**config.mk**
```make
export PLATFORM = sky130hd
export DESIGN_NAME = seea_ctrl
export DESIGN_NICKNAME = d
export VERILOG_FILES = /design/src/seea_pkg.sv /design/src/seea_ctrl.sv
export VERILOG_INCLUDE_DIRS = /design/src
export SDC_FILE = /design/constraint.sdc
export NUM_CORES = 1
export LEC_CHECK = 0
export ABC_CLOCK_PERIOD_IN_PS = 3650
export BUFFER_PORTS_ARGS = -buffer_cell sky130_fd_sc_hd__buf_4
export CAP_MARGIN = 20
export CORE_ASPECT_RATIO = 0.9
export CORE_MARGIN = 2
export CORE_UTILIZATION = 64
export CTS_CLUSTER_DIAMETER = 50
export DETAILED_ROUTE_END_ITERATION = 7
export GPL_TIMING_DRIVEN = 0
export PLACE_DENSITY_LB_ADDON = 0.08
export SLEW_MARGIN = 20
export SYNTH_ARGS = -nofsm -noshare
export SYNTH_HDL_FRONTEND = slang
export SYNTH_SLANG_ARGS = --single-unit
```
**constraint.sdc**
```tcl
create_clock -name core_clk_i -period 3.65 [get_ports core_clk_i]
set_input_delay 0.5475 -clock core_clk_i [delete_from_list [all_inputs] [get_ports core_clk_i]]
set_output_delay 0.5475 -clock core_clk_i [all_outputs]
set_load 0.01 [all_outputs]
```
**src/seea_regs.svh**
```systemverilog
// Register offsets, field positions, reset values and counts of the EEPROM access block.
//
// Contract
// - Start bit launches cycle, device clears when delivered.
// - Command bit: 0 read, 1 write; resets 0.
// - Missing acknowledge sets read-only error bit.
// - Autoload success bits read 1 only after success.
// - Rate field: 01 /256, 10 /128; resets 01.
// - Address field locates each software cycle.
// - Data field sends writes, receives read word.
// - Bit 29 strap: 1 LSB first, 0 MSB first.
// - Bit 28 strap: 0 fast autoload, 1 normal.
// - Bit 27 strap: 0 bypass autoload, 1 perform.
// - Subsystem identifiers fixed, autoload may overwrite them.
// - Reserved bits read zero and reset zero.
`ifndef SEEA_REGS_SVH
`define SEEA_REGS_SVH

// ---------------------------------------------------------------
// Register offsets (byte addresses)
// ---------------------------------------------------------------
`define SEEA_OFF_CTRL 8'hC8
`define SEEA_OFF_TEST 8'hCC
`define SEEA_OFF_INT_ST 8'hD0
`define SEEA_OFF_INT_MSK 8'hD4
`define SEEA_OFF_SUBSYS 8'hF0

// ---------------------------------------------------------------
// Field positions of the strap register
// ---------------------------------------------------------------
`define SEEA_TEST_LSB_BIT 29
`define SEEA_TEST_SPEED_BIT 28
`define SEEA_TEST_ALEN_BIT 27
`define SEEA_TEST_SUCC_BIT 26
`define SEEA_TEST_ALDIS_BIT 24

// Interrupt status bit positions.
`define SEEA_INT_DONE 0
`define SEEA_INT_NACK 1
`define SEEA_INT_AL 2
`define SEEA_INT_W 3

// ---------------------------------------------------------------
// Reset values and encodings
// ---------------------------------------------------------------
`define SEEA_RATE_RST 2'h1
`define SEEA_RATE_DIV256 2'h1
`define SEEA_RATE_DIV128 2'h2
`define SEEA_DIV_SLOW 10'h100
`define SEEA_DIV_FAST 10'h080
`define SEEA_DEV_WR 8'hA0
`define SEEA_DEV_RD 8'hA1
`define SEEA_AL_ADDR_MAKER 8'h00
`define SEEA_AL_ADDR_ID 8'h01

`endif

```
**src/seea_pkg.sv**
```systemverilog
// Types shared by the EEPROM access block.
`default_nettype none
package seea_pkg;

	// Serial engine states.
	typedef enum logic [2:0] {ST_IDLE, ST_TOKEN, ST_START, ST_BIT, ST_STOP} seea_state_e;

	// Kinds of step in a two-wire transaction.
	typedef enum logic [2:0] {TK_START, TK_TX, TK_RX_ACK, TK_RX_NACK, TK_STOP} seea_tok_e;

	// Layout of the control word at its shared offset.
	typedef struct packed {
		logic [15:0] data;
		logic [7:0] addr;
		logic [1:0] rate;
		logic [1:0] rsv;
		logic succ;
		logic err;
		logic cmd;
		logic start;
	} seea_ctrl_s;

	// Options caught from the grant pins during reset.
	typedef struct packed {
		logic lsb_first;
		logic normal_speed;
		logic al_enable;
	} seea_strap_s;

	// One EEPROM cycle as handed to the serial engine.
	typedef struct packed {
		logic wr;
		logic [7:0] addr;
		logic [15:0] wdata;
	} seea_job_s;

endpackage
`default_nettype wire

```
**src/seea_ctrl.sv**
```systemverilog
// Serial configuration EEPROM controller with register port and autoload.
`timescale 1ns/1ps
`include "seea_regs.svh"
`default_nettype none

module seea_ctrl
	import seea_pkg::*;
#(
	parameter logic [15:0] SUBSYS_MAKER_RST = 16'hA5A5, // Arbitrary value.
	parameter logic [15:0] SUBSYS_ID_RST = 16'h5A5A // Arbitrary value.
)
(
	input wire logic core_clk_i,
	input wire logic resetn_i,
	input wire logic ce_i,
	input wire logic [7:0] reg_addr_i,
	input wire logic [31:0] reg_wdata_i,
	input wire logic reg_wr_i,
	input wire logic reg_rd_i,
	output logic [31:0] reg_rdata_o,
	output logic irq_o,
	output logic scl_o,
	input wire logic sda_i,
	output logic sda_o,
	output logic sda_oe_o,
	input wire logic [2:0] sec_grant_i
);

	// ---------------------------------------------------------------
	// Helper functions
	// ---------------------------------------------------------------

	// Bit reversal for least significant bit first streams.
	function automatic logic [7:0] rev8(input logic [7:0] b);
		logic [7:0] r;
		r = 8'h00;
		for (int i = 0; i < 8; i++)
		begin
			r[i] = b[7 - i];
		end
		return r;
	endfunction

	// Kind of each step; reads need a repeated start to turn the bus round.
	function automatic seea_tok_e tok_of(input logic [2:0] s, input logic wr);
		seea_tok_e t;
		t = TK_STOP;
		if (wr)
		begin
			if (s == 3'h0)
				t = TK_START;
			else if (s <= 3'h4)
				t = TK_TX;
		end
		else
		begin
			unique case (s)
				3'h0, 3'h3: t = TK_START;
				3'h1, 3'h2, 3'h4: t = TK_TX;
				3'h5: t = TK_RX_ACK;
				3'h6: t = TK_RX_NACK;
				3'h7: t = TK_STOP;
			endcase
		end
		return t;
	endfunction

	// True when the register port address matches an offset.
	function automatic logic hit(input logic [7:0] a, input logic [7:0] off);
		return a == off;
	endfunction

	// ---------------------------------------------------------------
	// Declarations
	// ---------------------------------------------------------------
	logic [3:0] pin_raw; // Raw pin levels: data line first, then the three grant lines.
	logic [3:0] sy1_r; // First synchroniser stage, read only by the second.
	logic [3:0] sy2_r; // Second stage.
	logic [3:0] sy3_r; // Third stage.
	logic [3:0] agr_r; // Level accepted once stages two and three agree.
	seea_strap_s strap_r; // Options latched during reset.
	logic start_r; // Cycle requested and not yet delivered.
	logic cmd_r; // Direction of the next software cycle.
	logic err_r; // Missing acknowledge seen.
	logic succ_r; // Autoload finished without error.
	logic [1:0] rate_r; // Clock rate select.
	logic [7:0] addr_r; // EEPROM word location.
	logic [15:0] data_r; // Word to write or word read.
	logic [15:0] maker_r; // Subsystem maker identifier.
	logic [15:0] subid_r; // Subsystem identifier.
	logic [`SEEA_INT_W-1:0] ist_r; // Sticky interrupt status.
	logic [`SEEA_INT_W-1:0] imsk_r; // Interrupt mask.
	logic al_arm_r; // First cycle after reset release pending.
	logic al_act_r; // Autoload in progress.
	logic al_idx_r; // Which identifier autoload fetches.
	seea_job_s job_r; // Cycle in flight.
	logic job_nack_r; // Cycle in flight saw a missing acknowledge.
	seea_state_e st_r; // Serial engine state.
	logic [2:0] step_r; // Step within the transaction.
	logic [1:0] ph_r; // Quarter of the serial bit.
	logic [3:0] bit_r; // Bit within a byte plus acknowledge slot.
	logic [7:0] sh_r; // Shift register.
	logic [7:0] lo_r; // First byte received.
	logic [7:0] qcnt_r; // Quarter period counter.
	logic scl_r; // Serial clock level.
	logic sda_low_r; // Pulling the data line low.
	logic [9:0] div_sel; // Selected divide ratio.
	logic [7:0] qlast; // Terminal count of a quarter period.
	logic qtick; // One quarter period elapsed.
	logic launch; // Engine takes a new cycle.
	logic done; // Stop condition finished.
	logic nack; // Acknowledge slot sampled high.
	seea_tok_e tok; // Kind of the current step.
	logic [7:0] tx_byte; // Byte sent in the current step.
	logic [15:0] rx_word; // Word assembled from received bytes.
	logic wr_ctrl; // Software write to the control word.
	seea_ctrl_s ctrl_rd; // Control word as read back.
	logic [31:0] rd_nxt; // Read data for the next cycle.

	// ---------------------------------------------------------------
	// Pin synchronisers
	// ---------------------------------------------------------------

	// Three stages per pin; an edge counts once the last two stages agree,
	// which also rejects a single-cycle glitch at the cost of one clock of delay.
	// The pins are gathered first so that no stage indexes outside the grant bus.
	assign pin_raw = {sec_grant_i, sda_i};

	genvar g;
	generate
		for (g = 0; g < 4; g++)
		begin : g_sync
			always_ff @(posedge core_clk_i)
			begin
				sy1_r[g] <= pin_raw[g];
				sy2_r[g] <= sy1_r[g];
				sy3_r[g] <= sy2_r[g];
				if (sy2_r[g] == sy3_r[g])
					agr_r[g] <= sy3_r[g];
			end
		end
	endgenerate

	// Straps follow the grant pins while reset is low and hold after release.
	always_ff @(posedge core_clk_i)
	begin
		if (!resetn_i)
			strap_r <= seea_strap_s'(agr_r[3:1]);
	end

	// ---------------------------------------------------------------
	// Shared decode
	// ---------------------------------------------------------------

	// Autoload runs by its strap speed, software cycles by the rate field.
	always_comb
	begin
		if (al_act_r)
			div_sel = strap_r.normal_speed ? `SEEA_DIV_SLOW : `SEEA_DIV_FAST;
		else if (rate_r == `SEEA_RATE_DIV128)
			div_sel = `SEEA_DIV_FAST;
		else
			div_sel = `SEEA_DIV_SLOW; // Reserved codes fall back to the slow rate.
		qlast = 8'((div_sel >> 2) - 10'h001);
	end

	assign qtick = ce_i && (st_r != ST_IDLE) && (qcnt_r == qlast);
	assign launch = ce_i && (st_r == ST_IDLE) && !al_arm_r && (al_act_r || start_r);
	assign done = qtick && (st_r == ST_STOP) && (ph_r == 2'h3);
	assign nack = qtick && (st_r == ST_BIT) && (tok == TK_TX) && (bit_r == 4'h8)
		&& (ph_r == 2'h2) && agr_r[0];
	assign tok = tok_of(step_r, job_r.wr);
	assign rx_word = strap_r.lsb_first ? {rev8(sh_r), rev8(lo_r)} : {sh_r, lo_r};
	assign wr_ctrl = ce_i && reg_wr_i && hit(reg_addr_i, `SEEA_OFF_CTRL);

	// Device codes go out most significant bit first; word bytes follow the strap.
	always_comb
	begin
		tx_byte = 8'h00;
		if (step_r == 3'h1)
			tx_byte = `SEEA_DEV_WR;
		else if (step_r == 3'h4 && !job_r.wr)
			tx_byte = `SEEA_DEV_RD;
		else if (step_r == 3'h2)
			tx_byte = strap_r.lsb_first ? rev8(job_r.addr) : job_r.addr;
		else if (step_r == 3'h3)
			tx_byte = strap_r.lsb_first ? rev8(job_r.wdata[7:0]) : job_r.wdata[7:0];
		else if (step_r == 3'h4)
			tx_byte = strap_r.lsb_first ? rev8(job_r.wdata[15:8]) : job_r.wdata[15:8];
	end

	// ---------------------------------------------------------------
	// Software-visible control
	// ---------------------------------------------------------------

	// Start is set by software outside autoload and cleared when the stop goes out.
	always_ff @(posedge core_clk_i)
	begin
		if (!resetn_i)
			start_r <= 1'b0;
		else if (ce_i)
		begin
			if (done && !al_act_r)
				start_r <= 1'b0;
			else if (wr_ctrl && reg_wdata_i[0] && !al_act_r && !al_arm_r)
				start_r <= 1'b1;
		end
	end

	// Command, rate and address are plain software fields.
	always_ff @(posedge core_clk_i)
	begin
		if (!resetn_i)
		begin
			cmd_r <= 1'b0;
			rate_r <= `SEEA_RATE_RST;
			addr_r <= 8'h00;
		end
		else if (wr_ctrl)
		begin
			cmd_r <= reg_wdata_i[1];
			rate_r <= reg_wdata_i[7:6];
			addr_r <= reg_wdata_i[15:8];
		end
	end

	// A finished read overrides a software write landing in the same cycle.
	always_ff @(posedge core_clk_i)
	begin
		if (!resetn_i)
			data_r <= 16'h0000;
		else if (ce_i)
		begin
			if (done && !al_act_r && !job_r.wr && !job_nack_r)
				data_r <= rx_word;
			else if (wr_ctrl)
				data_r <= reg_wdata_i[31:16];
		end
	end

	// Error flag: cleared as a new software cycle starts, set on a missing acknowledge.
	always_ff @(posedge core_clk_i)
	begin
		if (!resetn_i)
			err_r <= 1'b0;
		else if (ce_i)
		begin
			if (nack)
				err_r <= 1'b1;
			else if (launch && !al_act_r)
				err_r <= 1'b0;
		end
	end

	// ---------------------------------------------------------------
	// Autoload sequencing
	// ---------------------------------------------------------------

	// Two words are fetched; any missing acknowledge abandons the load.
	always_ff @(posedge core_clk_i)
	begin
		if (!resetn_i)
		begin
			al_arm_r <= 1'b1;
			al_act_r <= 1'b0;
			al_idx_r <= 1'b0;
			succ_r <= 1'b0;
			maker_r <= SUBSYS_MAKER_RST;
			subid_r <= SUBSYS_ID_RST;
		end
		else if (ce_i)
		begin
			if (al_arm_r)
			begin
				al_arm_r <= 1'b0;
				al_act_r <= strap_r.al_enable;
			end
			else if (done && al_act_r)
			begin
				if (job_nack_r)
					al_act_r <= 1'b0;
				else if (!al_idx_r)
				begin
					maker_r <= rx_word;
					al_idx_r <= 1'b1;
				end
				else
				begin
					subid_r <= rx_word;
					al_act_r <= 1'b0;
					succ_r <= 1'b1;
				end
			end
		end
	end

	// The cycle is captured at launch so later register writes cannot disturb it, save the rate field, which the divider reads live.
	always_ff @(posedge core_clk_i)
	begin
		if (!resetn_i)
		begin
			job_r <= '0;
			job_nack_r <= 1'b0;
		end
		else if (launch)
		begin
			job_nack_r <= 1'b0;
			if (al_act_r)
				job_r <= {1'b0, al_idx_r ? `SEEA_AL_ADDR_ID : `SEEA_AL_ADDR_MAKER, 16'h0000};
			else
				job_r <= {cmd_r, addr_r, data_r};
		end
		else if (nack)
			job_nack_r <= 1'b1;
	end

	// ---------------------------------------------------------------
	// Serial engine
	// ---------------------------------------------------------------

	// Quarter-period divider; stopped and cleared while idle.
	always_ff @(posedge core_clk_i)
	begin
		if (!resetn_i)
			qcnt_r <= 8'h00;
		else if (ce_i)
		begin
			if (st_r == ST_IDLE || qtick)
				qcnt_r <= 8'h00;
			else
				qcnt_r <= qcnt_r + 8'h01;
		end
	end

	// Each bit spends one quarter per phase: set data, raise clock, sample, drop clock.
	always_ff @(posedge core_clk_i)
	begin
		if (!resetn_i)
		begin
			st_r <= ST_IDLE;
			step_r <= 3'h0;
			ph_r <= 2'h0;
			bit_r <= 4'h0;
			sh_r <= 8'h00;
			lo_r <= 8'h00;
			scl_r <= 1'b1;
			sda_low_r <= 1'b0;
		end
		else if (ce_i)
		begin
			unique case (st_r)
				ST_IDLE:
				begin
					if (launch)
					begin
						st_r <= ST_TOKEN;
						step_r <= 3'h0;
					end
				end
				ST_TOKEN:
				begin
					// Decode the step without waiting for a quarter tick.
					ph_r <= 2'h0;
					bit_r <= 4'h0;
					// The stop must not wipe the last byte read, which is still in the shifter.
					if (tok != TK_STOP)
						sh_r <= tx_byte;
					unique case (tok)
						TK_START: st_r <= ST_START;
						TK_TX, TK_RX_ACK, TK_RX_NACK: st_r <= ST_BIT;
						TK_STOP: st_r <= ST_STOP;
					endcase
				end
				ST_START:
				begin
					if (qtick)
					begin
						ph_r <= ph_r + 2'h1;
						unique case (ph_r)
							2'h0: sda_low_r <= 1'b0;
							2'h1: scl_r <= 1'b1;
							2'h2: sda_low_r <= 1'b1; // Data falls while clock is high.
							2'h3:
							begin
								scl_r <= 1'b0;
								step_r <= step_r + 3'h1;
								st_r <= ST_TOKEN;
							end
						endcase
					end
				end
				ST_BIT:
				begin
					if (qtick)
					begin
						ph_r <= ph_r + 2'h1;
						unique case (ph_r)
							2'h0:
							begin
								if (bit_r == 4'h8)
									sda_low_r <= (tok == TK_RX_ACK);
								else if (tok == TK_TX)
									sda_low_r <= !sh_r[7];
								else
									sda_low_r <= 1'b0;
							end
							2'h1: scl_r <= 1'b1;
							2'h2:
							begin
								if (bit_r != 4'h8 && tok != TK_TX)
									sh_r <= {sh_r[6:0], agr_r[0]};
								else if (bit_r != 4'h8)
									sh_r <= {sh_r[6:0], 1'b0};
							end
							2'h3:
							begin
								scl_r <= 1'b0;
								bit_r <= bit_r + 4'h1;
								if (bit_r == 4'h8)
								begin
									st_r <= ST_TOKEN;
									if (tok == TK_RX_ACK)
										lo_r <= sh_r;
									// A missing acknowledge skips straight to the stop.
									if (job_nack_r)
										step_r <= job_r.wr ? 3'h5 : 3'h7;
									else
										step_r <= step_r + 3'h1;
								end
							end
						endcase
					end
				end
				ST_STOP:
				begin
					if (qtick)
					begin
						ph_r <= ph_r + 2'h1;
						unique case (ph_r)
							2'h0: sda_low_r <= 1'b1;
							2'h1: scl_r <= 1'b1;
							2'h2: sda_low_r <= 1'b0; // Data rises while clock is high.
							2'h3: st_r <= ST_IDLE;
						endcase
					end
				end
			endcase
		end
	end

	// Open-drain data pin: the pad only ever pulls low.
	assign sda_o = 1'b0;
	assign sda_oe_o = sda_low_r;
	assign scl_o = scl_r;

	// ---------------------------------------------------------------
	// Interrupts
	// ---------------------------------------------------------------

	// Sticky status, write one to clear; a new event wins over its clear.
	always_ff @(posedge core_clk_i)
	begin
		if (!resetn_i)
		begin
			ist_r <= '0;
			imsk_r <= '0;
		end
		else if (ce_i)
		begin
			for (int i = 0; i < `SEEA_INT_W; i++)
			begin
				if ((i == `SEEA_INT_DONE && done && !al_act_r)
					|| (i == `SEEA_INT_NACK && nack)
					|| (i == `SEEA_INT_AL && done && al_act_r && (job_nack_r || al_idx_r)))
					ist_r[i] <= 1'b1;
				else if (reg_wr_i && hit(reg_addr_i, `SEEA_OFF_INT_ST) && reg_wdata_i[i])
					ist_r[i] <= 1'b0;
			end
			if (reg_wr_i && hit(reg_addr_i, `SEEA_OFF_INT_MSK))
				imsk_r <= reg_wdata_i[`SEEA_INT_W-1:0];
		end
	end

	assign irq_o = |(ist_r & imsk_r);

	// ---------------------------------------------------------------
	// Read port
	// ---------------------------------------------------------------

	// Control word as seen by software; reserved bits read zero.
	always_comb
	begin
		ctrl_rd = '0;
		ctrl_rd.data = data_r;
		ctrl_rd.addr = addr_r;
		ctrl_rd.rate = rate_r;
		ctrl_rd.succ = succ_r;
		ctrl_rd.err = err_r;
		ctrl_rd.cmd = cmd_r;
		ctrl_rd.start = start_r;
	end

	// Unmapped addresses read zero.
	always_comb
	begin
		rd_nxt = 32'h0000_0000;
		if (hit(reg_addr_i, `SEEA_OFF_CTRL))
			rd_nxt = ctrl_rd;
		else if (hit(reg_addr_i, `SEEA_OFF_TEST))
		begin
			rd_nxt[`SEEA_TEST_LSB_BIT] = strap_r.lsb_first;
			rd_nxt[`SEEA_TEST_SPEED_BIT] = strap_r.normal_speed;
			rd_nxt[`SEEA_TEST_ALEN_BIT] = strap_r.al_enable;
			rd_nxt[`SEEA_TEST_SUCC_BIT] = succ_r;
			rd_nxt[`SEEA_TEST_ALDIS_BIT] = !strap_r.al_enable;
		end
		else if (hit(reg_addr_i, `SEEA_OFF_INT_ST))
			rd_nxt[`SEEA_INT_W-1:0] = ist_r;
		else if (hit(reg_addr_i, `SEEA_OFF_INT_MSK))
			rd_nxt[`SEEA_INT_W-1:0] = imsk_r;
		else if (hit(reg_addr_i, `SEEA_OFF_SUBSYS))
			rd_nxt = {subid_r, maker_r};
	end

	// Read data stand for exactly the cycle after the strobe.
	always_ff @(posedge core_clk_i)
	begin
		if (!resetn_i)
			reg_rdata_o <= 32'h0000_0000;
		else if (ce_i)
			reg_rdata_o <= reg_rd_i ? rd_nxt : 32'h0000_0000;
	end
endmodule
`default_nettype wire

```
==> results of run 1 <==
cells in the mapped netlist, types with 7 or more instances:
library cell	instances	area share, %
a211oi_2	16	2.3
a21oi_1	37	2.1
a22o_1	24	2.4
a22oi_1	23	2.0
a2bb2oi_1	8	0.81
a31oi_1	12	0.86
and2_1	21	1.5
buf_2	13	0.75
buf_4	8	0.69
clkbuf_1	34	1.5
dfxtp_1	182	42
edfxtp_1	7	2.4
ha_1	14	2.0
inv_1	28	1.2
mux2_2	17	2.2
mux2i_1	86	9.9
nand2_1	72	3.1
nand2b_1	15	1.1
nand3_1	13	0.75
nand4_1	7	0.50
nor2_1	95	4.1
nor2b_1	11	0.79
nor3_1	13	0.75
o21ai_0	31	1.8
o22ai_1	8	0.58
o2bb2ai_1	10	1.0
xnor2_1	8	0.81
report_power, final:
group	internal (W)	total, W	leakage [nW]	switching (W)
Combinational	0.0000736	0.000194	1.89	0.000121
Sequential	0.00209	0.00210	1.54	0.0000123
Clock	0.000969	0.00184	0.276	0.000876
critical path, cell delays in order, from the launching register on:
cell	delay, ns
edfxtp_1	0.43
clkbuf_1	0.31
clkbuf_1	0.56
clkbuf_1	0.51
mux2_2	0.49
nor2_1	0.21
a211oi_2	0.07
per-layer routing:
metal / global-route usage [%] / up-vias / part of all wire [%]
met3: 6.40 / 57 / 8.7
met2: 52.3 / 391 / 44
met5: 0 / - / 0
met4: 10.6 / 0 / 2.2
li1: - / 3486 / -
met1: 49.8 / 3542 / 46
state kept, by name, indices dropped and copies added (netlist names), 4 cells and up, named ones only:
name,count
reg_rdata_o,32
job_r,25
data_r,16
maker_r,16
subid_r,16
addr_r,8
lo_r,8
qcnt_r,8
sh_r,8
agr_r,4
bit_r,4
sy1_r,4
sy2_r,4
sy3_r,4
worst max path at each step:
| stage | to | slack [ns] | cells past startpoint |
|---|---|---|---|
| after floorplan | data_r[0]$_SDFFE_PN0P_ | 1.32 | 9 |
| after global placement | rate_r[0]$_SDFFE_PN1P_ | 0.76 | 8 |
| after detailed placement | rate_r[0]$_SDFFE_PN1P_ | 0.78 | 8 |
| after CTS | data_r[1]$_SDFFE_PN0P_ | 1.01 | 6 |
| after global routing | sh_r[0]$_SDFFE_PN0P_ | 0.82 | 7 |
| final | data_r[1]$_SDFFE_PN0P_ | 0.92 | 6 |
cell families after synthesis:
kind of cell	count (synthesis)	synth area share, %
AND/OR/NAND/NOR	291	17.1
XOR/XNOR	12	1.21
other	1	0.0432
multiplexers	103	12.1
AO/OA/AOI/OAI	217	18.5
adder cells (fa/ha/maj)	14	2.02
buffers and inverters	88	4.60
flip-flops	189	44.4
through the flow:
stage	util (%)	hold slack, ns	std cells	power, W	instance area (µm²)
finish	75.6	0.205	1193	0.00414	10100
global route	75.6	0.192	1193	0.00425	10100
CTS	75.6	0.200	1193	0.00414	10100
detailed placement	71.2	0.313	1161	0.00234	9480
global placement	71.2	0.311	1161	0.00234	9480
floorplan	-	0.310	915	0.00225	8680
layout make-up:
class / count / area, µm²
Buffer: 59 / 290
Clock buffer: 18 / 429
Clock inverter: 14 / 158
Fill cell: 946 / 3250
Inverter: 29 / 109
Multi-Input combinational cell: 638 / 4430
Sequential cell: 189 / 3850
Tap cell: 168 / 210
Timing Repair Buffer: 78 / 586
==> impl_metrics.toml, run 1 <==
[status]
status = "finished clean"

[critical_path]
cp.required_ns = 3.94
reg2reg_from = "strap_r[2]$_DFFE_PN_"
reg2regPathDepth = 6
worstSetupStartpointType = "register"
arrival_ns = 3.03
critPathKind = "register to register"
r2r_end = "data_r[1]$_SDFFE_PN0P_"
path_max_fanout = 10
ff2ff_setup_slack_ns = 0.92
crit_start = "strap_r[2]$_DFFE_PN_"
endpoint_kind = "register"

[route]
wl_mm = 24.5
via_per_inst = 6.27
ant_nets = 0
drt_iter0_drc = 951
drt_pre_antenna_iters = 5
via_count = 7476
drc = 0
routedWlPerCell_um = 20.5

[cts]
root_buffer = "clkbuf_16"
clk_latency_ns = 0.44
post_cts_resized = 0
cts_tree = "built"
cts_made_buffers = 17
clockBufferDepth = 2
cts_sinks = 189
cts_hold_buf = 0
cts_setup_buffers = 0
path_clk_slew_ns = 0.07
htreeDepth = 4

[synth]
yosysSeqAreaShare_pct = 44.4
yosysUniqueCellTypes = 74
synth_edf_count = 7
syn_area_um2 = 8680
async_flop_share_pct = 0
syn_nets = 978
netlist_instances = 915
synth_ff_type = "dfxtp_1"
avgSynthCellArea_um2 = 9.49
yosys_warnings = 0
ys_ff_latch = 189

[layout]
final_cell_mix = "dfxtp_1, nor2_1, buf_4, mux2i_1, nand2_1"
drive_above_1_share_pct = 17.6
layout.nets = 1075
antenna_cells = 0
final_common_cell = "dfxtp_1"
area_growth_syn_to_layout_pct = 15.9

[placement]
gp_congestion = 0.951
hpwl_mm = 17.9
numPortBuffers = 78
place_ws_ns = 0.776

[sta]
min_period_ns = 2.73
skew_ns = 0.00922
rsz0062_at_grt = "false"
period_share_pct = 74.9
setup_viol = 0
slew_headroom_pct = 28.2
hold_viol = 0
fin_ws_ns = 0.918
worstMarginPinSlew_ns = 1.07
fin_setup_tns_ns = 0
drv_slew = 0
fmax_ghz = 0.366

[floorplanning]
start_util_pct = 65.2
core_um2 = 13300
rows = 40
die_w_um = 127
design.die.area_um2 = 14500
pin_count = 85
die-height_um = 114

[grt]
antenna_found_initial = 0
grt_pass1_vias = 6831
grt_max_degree = 19
grt_overflow = 0
grt_usage_pct = 34.3
grt_pass1_wl_mm = 38.2

[power]
p_leak_nw = 3.71
power_density_nw_per_um2 = 412
irDropWorstVdd_uv = 344

[min_path]
hold_class = "input port to register"
whs_path_depth = 1
min_from = "sec_grant_i[2]"
min_to = "sy1_r[3]$_DFF_P_"

[flow_run]
drv_cap = 0
No activity file was read; power rests on OpenSTA's default activity.
==> inputs of run 2 (changes only) <==
Settings changed: ABC_CLOCK_PERIOD_IN_PS 3650 to 2400, CORE_UTILIZATION 64 to 53.
Clock period 3.65 ns to 2.4 ns, I/O delays scaled along.
==> run 2 against run 1 <==
- core utilization shrank 11 points
- clock skew up 0.0033 ns
- power grew 55%
- design area is 2.6% higher
- critical path depth increased by 1
- non-clock buffer count rose by 11
- combinational power increased by 60%
- critical endpoint is now sh_r[1]$_SDFFE_PN0P_
- largest cell class unchanged
- highest routed layer unchanged
==> impl_metrics.toml, run 2 (same netlist as run 1, synthesis figures left out) <==
[layout]
num-fill-cells = 1384
area_growth_syn_to_layout_pct = 19.0
layout.nets = 1087
final_cell_mix = "dfxtp_1, buf_4, nor2_1"
largest_register_ffs = 32
final_common_cell = "dfxtp_1"
top_regs = "reg_rdata_o x32, job_r x25"
antenna_cells = 0
drive_above_1_share_pct = 20.4
final_area_um2 = 10300
max_flop_register = "reg_rdata_o"

[grt]
grt_overflow = 0
grt_pass1_vias = 6865
antenna_found_initial = 0
grt_pass1_wl_mm = 39.4
grt_usage_pct = 29.1
grt_max_degree = 20

[power]
irDropWorstVdd_uv = 468
p_leak_nw = 3.82
p_clk_share_pct = 45.5
pwr-share-seq_pct = 49.7
swShare_pct = 24.2
p_comb_share_pct = 4.8
p_int_w = 0.00488
switchingPower_w = 0.00156
power_density_nw_per_um2 = 624

[critical_path]
reg2regPathDepth = 7
ff2ff_setup_slack_ns = 0.1
slowest_stage = "nor3b_1"
reg2reg_from = "st_r[0]$_SDFFE_PN0P_"
cp.buffers_inverters = 1
cp.required_ns = 2.76
arrival_ns = 2.67
worstSetupStartpointType = "register"
critPathKind = "register to register"
crit_start = "st_r[0]$_SDFFE_PN0P_"
cp_slowest_stage_delay_ns = 0.58
path_max_fanout = 10
cp_top_family = "simple AND/OR/NAND/NOR gates"
path_cells = "buf_4 -> nor3b_1 -> nor3b_2 -> o21a_2 -> a21boi_2 -> o21ai_0 -> a31oi_1"
endpoint_kind = "register"
r2r_end = "sh_r[1]$_SDFFE_PN0P_"

[route]
routedWlPerCell_um = 20.5
via_per_inst = 5.93
drc = 0
via_count = 7380
drt_pre_antenna_iters = 7
wl_mm = 25.5
ant_nets = 0
drt_iter0_drc = 745

[floorplanning]
rows = 44
start_util_pct = 54.0
die_w_um = 139
design.die.area_um2 = 17400
core_um2 = 16100
pin_count = 85
die-height_um = 125

[cts]
path_clk_slew_ns = 0.07
clk_latency_ns = 0.44
clockBufferDepth = 2
cts_made_buffers = 17
htreeDepth = 4
cts_tree = "built"
cts_sinks = 189
root_buffer = "clkbuf_16"

[placement]
gp_congestion = 0.926
numPortBuffers = 78
hpwl_mm = 18.7
dpl_cell_area_um2 = 9530

[sta]
slew_headroom_pct = 40.1
holdWs_ns = 0.0234
fmax_ghz = 0.434
rsz0062_at_grt = "false"
setup_viol = 0
drv_slew = 0
skew_ns = 0.0125
hold_viol = 0
worstMarginPinSlew_ns = 0.899
period_share_pct = 96.0
min_period_ns = 2.30

[status]
status = "finished clean"

[min_path]
min_from = "sec_grant_i[0]"
hold_class = "input port to register"
whs_path_depth = 1
min_to = "sy1_r[1]$_DFF_P_"

[flow_run]
drv_cap = 0
[run 2: metal layers]
metal	vias up	part of all wire (%)	global-route usage [%]
li1	3513	-	-
met1	3552	47	42.5
met2	289	43	43.3
met3	26	7.5	6.43
met4	0	1.6	8.38
met5	-	0	0
[run 2: worst reg2reg max path: cells and delay by family (launching register included)]
kind | cells | cell delay [ns]
buffers and inverters | 1 | 0.18
DFF | 1 | 0.36
and+or+nand+nor | 2 | 0.90
AOI/OAI and AO/OA | 4 | 0.80
[run 2: worst max-delay path by stage]
stage / to / slack, ns / depth (start not counted)
2_1_floorplan: data_r[14]$_SDFFE_PN0P_ / 0.24 / 9
3_3_place_gp: rate_r[0]$_SDFFE_PN1P_ / -0.39 / 8
3_5_place_dp: rate_r[0]$_SDFFE_PN1P_ / -0.36 / 8
4_1_cts: data_r[1]$_SDFFE_PN0P_ / 0.004 / 9
5_1_grt: data_r[6]$_SDFFE_PN0P_ / 0.001 / 6
6_report: sh_r[1]$_SDFFE_PN0P_ / 0.1 / 7
[run 2: through the flow]
step	power (W)	TNS [ns]	cells	setup WS, ns	util, %
finish	0.00644	0	1244	0.0967	64.2
detailed placement	0.00357	-14.50	1200	-0.365	59.3
CTS	0.00647	0	1232	0.00443	63.3
global placement	0.00357	-13.77	1200	-0.394	59.3
global route	0.00664	0	1244	0.00140	64.2
floorplan	0.00343	0	915	0.239	-
[run 2: area by class of cell]
cell class              instances  area (µm²)  share of cell area [%]
multi-input cells             639        4510                    43.7
flip-flops and latches        189        3860                    37.4
inverters                      29         109                    1.05
clock buffers                  18         429                    4.16
plain buffers                  58         300                    2.91
clock inverters                14         178                    1.72
repair buffers                 90         681                    6.59
well taps                     207         259                    2.51
[run 2: power by group through the flow]
stage,Clock (W),Sequential [W],Combinational [W]
global route,0.00311,0.00320,0.000330
detailed placement,0,0.00327,0.000296
global placement,0,0.00327,0.000295
CTS,0.00297,0.00320,0.000299
floorplan,0,0.00327,0.000160
finish,0.00293,0.00320,0.000310
[run 2: repair_timing]
action	in CTS	in global routing
resized for setup	10	24
hold buffers	0	2
endpoints found under the hold margin	0	2
pin swaps	1	5
setup endpoints to repair	73	78
buffers inserted	0	10
gates cloned	0	1
==> inputs of run 3 (changes only) <==
Settings changed: CORE_MARGIN 2 to unset.
==> run 3 against run 2 <==
- via count shrank 0.68%
- sequential share of layout area is essentially flat
- clock skew decreased by 0.0011 ns
- combinational power down 1%
- largest cell class unchanged
==> impl_metrics.toml, run 3 (same netlist as run 1, synthesis figures left out) <==
[floorplanning]
rows = 44
start_util_pct = 54.0
pin_count = 85
core_um2 = 16100
die_w_um = 137
design.die.area_um2 = 16900
die-height_um = 123

[layout]
layout.nets = 1084
drive_above_1_share_pct = 20.1
largest_register_ffs = 32
final_common_cell = "dfxtp_1"
final_cell_mix = "dfxtp_1, nor2_1, buf_4"
max_flop_register = "reg_rdata_o"
area_growth_syn_to_layout_pct = 19.0
utilization_pct = 64.3
multi_input_area_um2 = 4530
seq_area_um2 = 3860
num-fill-cells = 1366
top_regs = "reg_rdata_o x32, job_r x25"
antenna_cells = 0

[grt]
grt_pass1_wl_mm = 38.4
grt_pass1_vias = 6620
met3_usage_pct = 6.48
grt_busiest_layer = "met2"
use_met1_pct = 45.3
grt_max_degree = 20
antenna_found_initial = 0
grt_overflow = 0
grt_usage_pct = 31.0
met2_usage_pct = 46.0

[placement]
gp_congestion = 0.916
numPortBuffers = 78
place_ws_ns = -0.383
hpwl_mm = 18.6

[route]
ant_nets = 0
wl_mm = 25.1
via_count = 7330
drt_pre_antenna_iters = 5
drc = 0
routedWlPerCell_um = 20.2
via_per_inst = 5.91
drt_iter0_drc = 705

[power]
p_leak_nw = 3.82
irDropWorstVdd_uv = 563
power_density_nw_per_um2 = 625

[sta]
min_period_ns = 2.31
skew_ns = 0.0113
period_share_pct = 96.1
worstMarginPinSlew_ns = 0.870
fin_ws_ns = 0.0932
hold_viol = 0
slew_headroom_pct = 42.0
drv_slew = 0
setup_viol = 0
fmax_ghz = 0.433

[critical_path]
path_max_fanout = 10
cp.required_ns = 2.70
endpoint_kind = "register"
worstSetupStartpointType = "register"
path_cells = "nor3b_4 -> o21ai_2 -> nand4_4 -> or4b_4 -> buf_2 -> buf_6 -> nor2_1 -> a211oi_2"
cp_slowest_stage_delay_ns = 0.51
slowest_stage = "or4b_4"
critPathKind = "register to register"
arrival_ns = 2.61

[cts]
root_buffer = "clkbuf_16"
cts_made_buffers = 17
path_clk_slew_ns = 0.07
clockBufferDepth = 2
cts_sinks = 189
clk_latency_ns = 0.45
htreeDepth = 4
cts_tree = "built"

[status]
status = "finished clean"

[min_path]
hold_class = "input port to register"

[flow_run]
drv_cap = 0
==> run 3: cell types whose count changed in the layout (fill, tap and decap cells not counted), sizes merged <==
cell	previous run	this run
clkinvlp	0	1
buf	112	108
clkinv	7	6
dlygate4sd3	2	3
==> run 3: through the flow <==
step | cells | power, W | setup TNS [ns] | hold slack [ns] | cell area, µm²
after floorplan | 915 | 0.00343 | 0 | 0.310 | 8680
after global placement | 1200 | 0.00357 | -13.98 | 0.311 | 9530
after detailed placement | 1200 | 0.00357 | -13.92 | 0.316 | 9530
after CTS | 1234 | 0.00646 | 0 | 0.000674 | 10200
after global routing | 1241 | 0.00662 | -0.0190 | 0.00726 | 10300
final | 1241 | 0.00645 | 0 | 0.0144 | 10300
==> run 3: metal layers <==
metal	up-vias	wire length (µm)	share of wire, %
li1	3511	-	-
met1	3514	11900	47
met2	279	11000	44
met3	26	1900	7.6
met4	0	360	1.4
met5	-	0	0
==> run 3: power by group <==
| group | switching, W | internal [W] | total, W |
|---|---|---|---|
| combinational | 0.000189 | 0.000117 | 0.000306 |
| sequential | 0.0000196 | 0.00318 | 0.00320 |
| clock | 0.00137 | 0.00158 | 0.00295 |
| total | 0.00157 | 0.00488 | 0.00645 |
==> run 3: path summary, 6_finish.rpt <==
| check | from | slack (ns) | endpoint | cells past startpoint |
|---|---|---|---|---|
| worst max-delay path | rate_r[1]$_SDFFE_PN0P_ | 0.09 | data_r[5]$_SDFFE_PN0P_ | 8 |
| worst min register to register | sy1_r[1]$_DFF_P_ | 0.33 | sy2_r[1]$_DFF_P_ | 0 |
| worst max register to register | rate_r[1]$_SDFFE_PN0P_ | 0.09 | data_r[5]$_SDFFE_PN0P_ | 8 |
| worst min-delay path | sda_i | 0.01 | sy1_r[0]$_DFF_P_ | 1 |
==> run 3: worst max-delay path, delay by kind of cell (launching register included) <==
kind                   cells  cell delay [ns]
flip-flops                 1             0.35
AO/OA/AOI/OAI              2             0.47
buffers and inverters      2             0.33
AND/OR/NAND/NOR            4             1.00
==> run 3: repair_timing <==
| action | in CTS | in global routing |
|---|---|---|
| endpoints found under the hold margin | 0 | 3 |
| pin swaps | 1 | 1 |
| resized for setup | 10 | 27 |
| endpoints found under the setup margin | 75 | 64 |
| cloned | 0 | 1 |
| setup buffers | 2 | 3 |
| hold buffers | 0 | 3 |
==> run 3: layout make-up <==
type	instances	area share, %
multi-input cells	639	43.8
flip-flops and latches	189	37.3
repair buffers	86	6.44
clock buffers	18	4.15
plain buffers	59	2.99
well taps	207	2.51
clock inverters	14	1.73
inverters	29	1.05
